==> src/include/boot_ctrl_pkg.sv <==
// package for the reset and boot stall controller
// assumes a single 50 MHz core clock
package boot_ctrl_pkg;

    // =========================================================
    // boot mode strap encodings
    localparam logic [1:0] MODE_HOST = 2'h0;
    localparam logic [1:0] MODE_EMU  = 2'h1;
    localparam logic [1:0] MODE_ROM  = 2'h2;

    // =========================================================
    // boot copy geometry and addresses
    localparam int          ROM_COPY_BYTES = 1024;
    localparam logic [31:0] CPU_START_ADDR = 32'h0000_0000;
    localparam logic [31:0] ROM_BASE_ADDR  = 32'h9000_0000;
    localparam logic [31:0] COPY_DST_ADDR  = 32'h0000_0000;

    // rom width codes
    localparam logic [1:0] ROM_W8  = 2'h0;
    localparam logic [1:0] ROM_W16 = 2'h1;
    localparam logic [1:0] ROM_W32 = 2'h2;

    // =========================================================
    // controller states
    typedef enum logic [4:0] {
        ST_RESET = 5'h01,
        ST_STALL = 5'h02,
        ST_COPY  = 5'h04,
        ST_WAIT  = 5'h08,
        ST_RUN   = 5'h10
    } boot_state_e;

endpackage : boot_ctrl_pkg

==> src/logic/rom_word_packer.sv <==
// packs narrow rom beats into 32-bit instruction words
// assumes beats arrive on the core clock, one per valid cycle
`timescale 1ns/10ps
module rom_word_packer
    import boot_ctrl_pkg::*;
(
    input  wire logic        core_clk,
    input  wire logic        rst_n,
    input  wire logic        clear,
    input  wire logic [1:0]  rom_width,
    input  wire logic        beat_valid,
    input  wire logic [31:0] beat_data,
    output logic             word_valid,
    output logic [31:0]      word_data
);

    // =========================================================
    // assembly state
    logic [31:0] acc_reg;
    logic [31:0] acc_next;
    logic [1:0]  cnt_reg;
    logic [1:0]  cnt_next;
    logic        vld_reg;
    logic        vld_next;

    function automatic logic [1:0] last_beat(input logic [1:0] w);
        case (w)
            ROM_W8:  last_beat = 2'h3;
            ROM_W16: last_beat = 2'h1;
            default: last_beat = 2'h0;
        endcase
    endfunction : last_beat

    // little-endian placement: first beat lands in the low lane
    always_comb
    begin
        acc_next = acc_reg;
        cnt_next = cnt_reg;
        vld_next = 1'b0;
        if (clear)
        begin
            cnt_next = 2'h0;
        end
        else if (beat_valid)
        begin
            case (rom_width)
                ROM_W8:  acc_next[cnt_reg*8 +: 8] = beat_data[7:0];
                ROM_W16: acc_next[cnt_reg[0]*16 +: 16] = beat_data[15:0];
                default: acc_next = beat_data;
            endcase
            if (cnt_reg == last_beat(rom_width))
            begin
                cnt_next = 2'h0;
                vld_next = 1'b1;
            end
            else
            begin
                cnt_next = 2'(cnt_reg + 2'h1);
            end
        end
    end

    always_ff @(posedge core_clk or negedge rst_n)
    begin
        if (!rst_n)
        begin
            acc_reg <= 32'h0000_0000;
            cnt_reg <= 2'h0;
            vld_reg <= 1'b0;
        end
        else
        begin
            acc_reg <= acc_next;
            cnt_reg <= cnt_next;
            vld_reg <= vld_next;
        end
    end

    assign word_valid = vld_reg;
    assign word_data  = acc_reg;

endmodule : rom_word_packer

==> src/logic/boot_stall_ctrl.sv <==
// reset and boot stall controller
// assumes straps are board levels; host port and copy engine on core_clk
// Function
// - reset input low holds internal reset
// - reset release starts selected boot mode
// - three modes: host, emulation, rom
// - host boot: cpu stalled, rest released
// - host writes memory during stall
// - host may read back memory
// - doorbell frees cpu at address 0
// - boot doorbell not a cpu interrupt
// - doorbell frees cpu in host and emulation modes, not rom
// - cpu clears doorbell before next accepted
// - emulation: emulator doorbell, breakpoint at 0
// - rom boot copies rom start to 0
// - narrow rom packed into 32-bit words
// - copy done frees cpu at 0
`timescale 1ns/10ps
module boot_stall_ctrl
    import boot_ctrl_pkg::*;
#(
    parameter int COPY_BYTES = ROM_COPY_BYTES
)
(
    input  wire logic        core_clk,
    input  wire logic        arst_n,
    input  wire logic [1:0]  boot_mode_pin,
    input  wire logic [1:0]  rom_width_pin,
    input  wire logic        host_doorbell_set,
    input  wire logic        cpu_doorbell_clear,
    input  wire logic        host_mem_req,
    input  wire logic        emu_doorbell_set,
    input  wire logic        copy_ready,
    input  wire logic        rom_beat_valid,
    input  wire logic [31:0] rom_beat_data,
    output logic             periph_rst_n,
    output logic             cpu_stall,
    output logic             cpu_start,
    output logic [31:0]      cpu_start_addr,
    output logic             host_doorbell,
    output logic             cpu_doorbell_irq,
    output logic             host_mem_grant,
    output logic             copy_req,
    output logic [31:0]      copy_src_addr,
    output logic [31:0]      copy_dst_addr,
    output logic [31:0]      copy_word,
    output logic             copy_word_valid,
    output logic [1:0]       latched_mode
);

    localparam int WORDS = COPY_BYTES / 4;
    localparam int WW    = $clog2(WORDS + 1);

    // =========================================================
    // reset synchroniser
    logic rs1_reg;
    logic rs2_reg;
    always_ff @(posedge core_clk or negedge arst_n)
    begin
        if (!arst_n)
        begin
            rs1_reg <= 1'b0;
            rs2_reg <= 1'b0;
        end
        else
        begin
            rs1_reg <= 1'b1;
            rs2_reg <= rs1_reg;
        end
    end
    wire rst_n = rs2_reg;

    // =========================================================
    // strap and doorbell synchronisers (external pins)
    logic [4:0] pin1_reg;
    logic [4:0] pin2_reg;
    always_ff @(posedge core_clk or negedge rst_n)
    begin
        if (!rst_n)
        begin
            pin1_reg <= 5'h00;
            pin2_reg <= 5'h00;
        end
        else
        begin
            pin1_reg <= {emu_doorbell_set, boot_mode_pin, rom_width_pin};
            pin2_reg <= pin1_reg;
        end
    end
    wire emu_set_s = pin2_reg[4];

    // =========================================================
    // state machine
    boot_state_e st_reg;
    boot_state_e st_next;
    logic [1:0]  mode_reg;
    logic [1:0]  mode_next;
    logic [1:0]  wid_reg;
    logic [1:0]  wid_next;
    logic        db_reg;
    logic        db_next;
    logic        irq_reg;
    logic        irq_next;
    logic [WW-1:0] wcnt_reg;
    logic [WW-1:0] wcnt_next;
    logic        start_reg;
    logic        start_next;
    logic        pk_valid;
    logic [31:0] pk_data;

    // doorbell accepted only while clear
    wire db_event = (host_doorbell_set | emu_set_s) & ~db_reg;

    always_comb
    begin
        st_next    = st_reg;
        mode_next  = mode_reg;
        wid_next   = wid_reg;
        wcnt_next  = wcnt_reg;
        start_next = 1'b0;
        irq_next   = irq_reg;
        db_next    = db_reg;
        if (db_event)
        begin
            db_next = 1'b1;
        end
        else if (cpu_doorbell_clear)
        begin
            db_next = 1'b0;
        end
        if (cpu_doorbell_clear)
        begin
            irq_next = 1'b0;
        end
        case (st_reg)
            ST_RESET:
            begin
                // straps are still crossing the synchroniser here
                st_next = ST_WAIT;
            end
            ST_WAIT:
            begin
                mode_next = pin2_reg[3:2];
                wid_next  = pin2_reg[1:0];
                if (wcnt_reg == '0)
                    wcnt_next = WW'(1);
                else
                begin
                    wcnt_next = '0;
                    if (pin2_reg[3:2] == MODE_ROM)
                        st_next = ST_COPY;
                    else
                        st_next = ST_STALL;
                end
            end
            ST_STALL:
            begin
                // host and emulation modes wait for the doorbell
                if (db_event && mode_reg != MODE_ROM)
                begin
                    st_next    = ST_RUN;
                    start_next = 1'b1;
                end
            end
            ST_COPY:
            begin
                if (pk_valid)
                    wcnt_next = WW'(wcnt_reg + 1'b1);
                if (pk_valid && wcnt_reg == WW'(WORDS - 1))
                begin
                    st_next    = ST_RUN;
                    start_next = 1'b1;
                end
            end
            ST_RUN:
            begin
                // doorbells while running interrupt the cpu
                if (db_event)
                    irq_next = 1'b1;
            end
            default: st_next = ST_RESET;
        endcase
    end

    always_ff @(posedge core_clk or negedge rst_n)
    begin
        if (!rst_n)
        begin
            st_reg    <= ST_RESET;
            mode_reg  <= MODE_HOST;
            wid_reg   <= ROM_W8;
            db_reg    <= 1'b0;
            irq_reg   <= 1'b0;
            wcnt_reg  <= '0;
            start_reg <= 1'b0;
        end
        else
        begin
            st_reg    <= st_next;
            mode_reg  <= mode_next;
            wid_reg   <= wid_next;
            db_reg    <= db_next;
            irq_reg   <= irq_next;
            wcnt_reg  <= wcnt_next;
            start_reg <= start_next;
        end
    end

    rom_word_packer u_packer (
        .core_clk   (core_clk),
        .rst_n      (rst_n),
        .clear      (st_reg != ST_COPY),
        .rom_width  (wid_reg),
        .beat_valid (rom_beat_valid && copy_ready && st_reg == ST_COPY),
        .beat_data  (rom_beat_data),
        .word_valid (pk_valid),
        .word_data  (pk_data)
    );

    // =========================================================
    // outputs
    assign periph_rst_n     = rst_n;
    assign cpu_stall        = (st_reg != ST_RUN);
    assign cpu_start        = start_reg;
    assign cpu_start_addr   = CPU_START_ADDR;
    assign host_doorbell    = db_reg;
    assign cpu_doorbell_irq = irq_reg;
    // host keeps port access after boot too
    assign host_mem_grant   = host_mem_req && rst_n;
    assign copy_req         = (st_reg == ST_COPY);
    assign copy_src_addr    = ROM_BASE_ADDR;
    assign copy_dst_addr    = COPY_DST_ADDR;
    assign copy_word        = pk_data;
    assign copy_word_valid  = pk_valid;
    assign latched_mode     = mode_reg;

    // =========================================================
    // checks
    property p_stall_rst;
        @(posedge core_clk) disable iff (!rst_n)
        $rose(rst_n) |-> cpu_stall;
    endproperty
    a_stall_rst: assert property (p_stall_rst)
        else $error("cpu not stalled after reset");

    property p_host_release;
        @(posedge core_clk) disable iff (!rst_n)
        (st_reg == ST_STALL && db_event && mode_reg == MODE_HOST)
            |=> !cpu_stall && cpu_start;
    endproperty
    a_host_release: assert property (p_host_release)
        else $error("doorbell did not release cpu");

    property p_no_irq_boot;
        @(posedge core_clk) disable iff (!rst_n)
        cpu_stall |=> !$rose(cpu_doorbell_irq);
    endproperty
    a_no_irq_boot: assert property (p_no_irq_boot)
        else $error("boot doorbell raised irq");

    property p_rom_ignores_db;
        @(posedge core_clk) disable iff (!rst_n)
        (st_reg == ST_COPY && !pk_valid) |=> cpu_stall;
    endproperty
    a_rom_ignores_db: assert property (p_rom_ignores_db)
        else $error("rom boot released early");

    property p_db_hold;
        @(posedge core_clk) disable iff (!rst_n)
        (db_reg && !cpu_doorbell_clear) |=> db_reg;
    endproperty
    a_db_hold: assert property (p_db_hold)
        else $error("doorbell lost before clear");

    property p_mode_stable;
        @(posedge core_clk) disable iff (!rst_n)
        (st_reg == ST_RUN || st_reg == ST_STALL || st_reg == ST_COPY)
            |=> $stable(mode_reg);
    endproperty
    a_mode_stable: assert property (p_mode_stable)
        else $error("boot mode changed");

    property p_start_addr;
        @(posedge core_clk) disable iff (!rst_n)
        $fell(cpu_stall) |-> cpu_start && cpu_start_addr == 32'h0;
    endproperty
    a_start_addr: assert property (p_start_addr)
        else $error("start not at zero");

    property p_periph_run;
        @(posedge core_clk)
        !rst_n |-> !periph_rst_n && cpu_stall && !cpu_start && !host_doorbell;
    endproperty
    a_periph_run: assert property (p_periph_run)
        else $error("peripherals out of reset early");

endmodule : boot_stall_ctrl

==> config.mk <==
export PLATFORM = sky130hd
export DESIGN_NAME = boot_stall_ctrl
export DESIGN_NICKNAME = d
export VERILOG_FILES = /design/src/include/boot_ctrl_pkg.sv /design/src/logic/rom_word_packer.sv /design/src/logic/boot_stall_ctrl.sv
export SDC_FILE = /design/constraint.sdc
export NUM_CORES = 1
export LEC_CHECK = 0
export CORE_MARGIN = 5
export CORE_UTILIZATION = 50
export CTS_CLUSTER_DIAMETER = 40
export DETAILED_ROUTE_END_ITERATION = 16
export DONT_BUFFER_PORTS = 1
export HOLD_SLACK_MARGIN = 0.06
export PLACE_DENSITY = 0.71
export SLEW_MARGIN = 20
export SYNTH_ARGS = -nofsm -noshare
export SYNTH_HDL_FRONTEND = slang
export SYNTH_SLANG_ARGS = --single-unit
==> constraint.sdc <==
create_clock -name core_clk -period 2.76 [get_ports core_clk]
set_input_delay 0.138 -clock core_clk [delete_from_list [all_inputs] [get_ports core_clk]]
set_output_delay 0.138 -clock core_clk [all_outputs]
set_load 0.02 [all_outputs]
==> summary.txt <==
Yosys
  – Sequential share of the synthesized area: 40.58%
  – Netlist Area Pre-Place: 4197 µm²
  – Post-synth top area share: 39.95%
  – Avg Cell Area, Syn: 9.603 µm²
  – Compound-gate portion of the synthesized area: 18.34%
  – Top post-synthesis cells by area: dfrtp_1, buf_4, a22oi_1, nand2_1, mux2_2
  – Main combinational cell family by area after synthesis: buffers and inverters
  – Synth unique cells: 55
  – Synth warn: 0
  – Post-synth EDFFs: 0
  – Area leader, netlist: dfrtp_1
  – Xor-xnor portion of the synthesized cell area: 0.2087%
  – Asr flop ratio synth: 100.0%
  – Adder-cell share of the synthesized area: 2.385%
  – Simple-gate share of the synthesized area: 15.00%
  – Synth Instances: 437
  – Yosys reg bits: 68
  – Post-synthesis mux area share: 3.190%
  – Predominant post-synthesis flop cell: dfrtp_1

Floorplan
  – Core Area: 8217 µm²
  – Die span in y: 101.6 µm
  – Rows: 33
  – Initial Util: 51.07%
  – Die X: 101.6 µm
  – IO Pins: 182
  – Die area: 10330 µm²

Worst setup path
  – FF-to-FF path depth: 8
  – Worst path arrival time: 2910 ps
  – Crit path to: u_packer.word_data[13]
  – WP buf/inv: 3
  – Cell family with most CP delay: buffers and inverters
  – Worst r2r src: u_packer.cnt_reg[1]
  – Crit. path cell count: 8
  – Slowest-stage cell, CP: dlygate4sd3_1
  – Setup crit start kind: register
  – Setup CP Type: register to register
  – R2r endpoint: u_packer.word_data[13]
  – CP max stage delay: 580 ps
  – Reg2Reg Setup Slack: 140 ps
  – Worst Setup SP: u_packer.cnt_reg[1]
  – Crit end category: register
  – Crit Path Max Fanout: 7
  – Critical Path, Cell by Cell: inv_1 > ha_2 > or4bb_1 > nor4_4 > buf_4 > a22oi_1 > dlygate4sd3_1 > nand2_1
  – Required @ worst endpoint: 3050 ps

Timing
  – Slew HR: 53.37%
  – Final Critical Period: 2623 ps
  – Worst Skew: 12.26 ps
  – Final Cycle Share: 95.03%
  – Number of failing hold endpoints at the final stage: 0
  – Fin. max-slew vios: 0
  – Tightest Pin Transition: 696.9 ps
  – Fmax achieved: 0.3813 GHz
  – Setup TNS: 0 ps
  – Unrepaired setup endpoints after global routing: no
  – Final setup vio count: 0

Cells and area
  – Layout fillers: 687
  – Layout cell share with drive strength beyond 1: 9.259%
  – Layout Cells excl Fill: 591
  – Seq. cell area: 1704 µm²
  – Final layout net count: 533
  – Max reg flops: 32
  – Synthesis-to-layout area growth: 10.14%
  – Fin util: 56.25%
  – Multi-input gate area: 2017 µm²
  – Inserted Diodes: 0

Clocking
  – Htree depth: 3
  – CTS tree: built
  – Clock input transition at the sequential cells of the worst setup and hold paths: 80 ps
  – Num CTS Buffers: 9
  – CTS Buffer Depth: 2
  – CTS Sinks: 68
  – Clk root buf: clkbuf_8
  – Worst skew pair latency: 350 ps

Placement
  – Inst Count DP: 530
  – Dpl hpwl: 7568 µm
  – Port bufs: 0
  – Placer Congestion: 0.9389

Global routing
  – GRT Util Overall: 20.39%
  – First-pass GRT wire length: 16300 µm
  – Largest net degree at the start of global routing: 43
  – Grt ovf: 0
  – Vias in the first global route: 3051
  – Initial antenna violation count: 0

Pwr
  – Lkg Pwr: 0.002038 µW
  – Pwr dens: 710.3 nW/µm²
  – Max IR drop VDD: 0.5778 mV

Route
  – DR iter-0 viols: 277
  – Final wirelength: 10840 µm
  – Residual DRC count: 0
  – Drt pass-1 iters: 7
  – Total number of vias: 3384
  – Routed length per placed instance: 18.35 µm
  – ANT nets after route: 0
  – Post-DR vias/cell: 5.726

Min path
  – HP Start: rom_beat_data[28]
  – HP Class: primary input to register

Outcome
  – Status: finished clean

Flow run
  – Max-Cap Viols: 0
==> metal layers <==
layer / track usage, % / share of wire (%) / routed length, µm
met1: 25.41 / 36 / 3855
met2: 30.73 / 47 / 5135
met3: 7.231 / 13 / 1407
met4: 11.45 / 4.1 / 446
met5: 0 / 0 / 0
==> cell usage after synthesis, types with 11 or more instances <==
cell type	number
nand2_1	39
inv_1	12
o2bb2ai_1	11
a21oi_1	17
nor2b_1	11
o21ai_0	14
a22oi_1	22
dfrtp_1	67
buf_4	96
mux2_2	11
clkbuf_1	12
==> worst register-to-register path: cells and delay by family (launching register included) <==
family | cells | cell delay (ps)
buf+inv | 3 | 910
compound gates | 1 | 70
fa+ha+maj | 1 | 410
flops | 1 | 450
simple gates | 3 | 740
==> logic make-up after synthesis <==
family / count (synthesis)
muxes: 12
and+or+nand+nor: 111
other: 2
xor gates and xnor gates: 1
DFF: 68
adders and majority gates: 8
buffers and inverters: 126
AOI/OAI and AO/OA: 109
==> final cells by class <==
class	instances	share of cell area (%)
tap	105	2.842
timing repair buffer	52	10.83
clock inverter	7	2.166
sequential	68	36.87
inverter	12	0.9746
multi-input combinational	338	43.64
clock buffer	9	2.680
==> worst min-delay path by stage <==
stage,endpoint,cells after the start,slack (ps)
CTS,u_packer.word_data[26],2,70
detailed placement,rs1_reg,0,-160
finish,u_packer.word_data[28],2,80
global route,u_packer.word_data[26],2,70
global placement,rs1_reg,0,-160
floorplan,periph_rst_n,0,-160
==> timing repair <==
item                                    in CTS  in global routing
endpoints found under the hold margin       41                  0
resized for setup                            0                  2
endpoints found under the setup margin       0                  5
hold buffers                                44                  0
setup buffers                                0                  1
==> through the flow <==
step	area, µm²	hold WS [ps]	setup WS (ps)	power [µW]
after floorplan	4554	-157.6	101.7	2218
after global placement	3939	-157.5	485.9	2254
after detailed placement	3939	-157.5	413.7	2276
after CTS	4603	65.10	115.7	3271
after global routing	4622	68.42	8.226	3470
final	4622	77.74	137.1	3283
==> cell usage in the layout (no fill, tap or decap), types with 3 or more instances in the layout <==
cell           count
nor2b_1           11
o21ai_1            9
nor2_1            10
nor3_1             8
conb_1            97
o31ai_1            3
or4_1              6
o2bb2ai_1         11
clkinv_4           3
a222oi_1          10
buf_4              8
a21o_1             3
ha_1               7
mux2_2            11
nand3b_1           5
nand3_1            7
dlygate4sd3_1     44
clkbuf_8           9
nand2b_1           5
o21ai_0           14
nand2_1           39
a22oi_1           22
a211oi_1           3
o211ai_1           6
a21oi_1           17
dfrtp_1           66
inv_1             12
==> where the power goes <==
| part | internal [µW] | total [µW] | switching [µW] | leakage, µW |
|---|---|---|---|---|
| Sequential | 1160 | 1480 | 325 | 0.000895 |
| Clock | 515 | 925 | 410 | 0.000114 |
| Combinational | 317 | 878 | 561 | 0.00103 |
| Total | 1990 | 3280 | 1300 | 0.00204 |
Power figures use the tool's default switching activity.
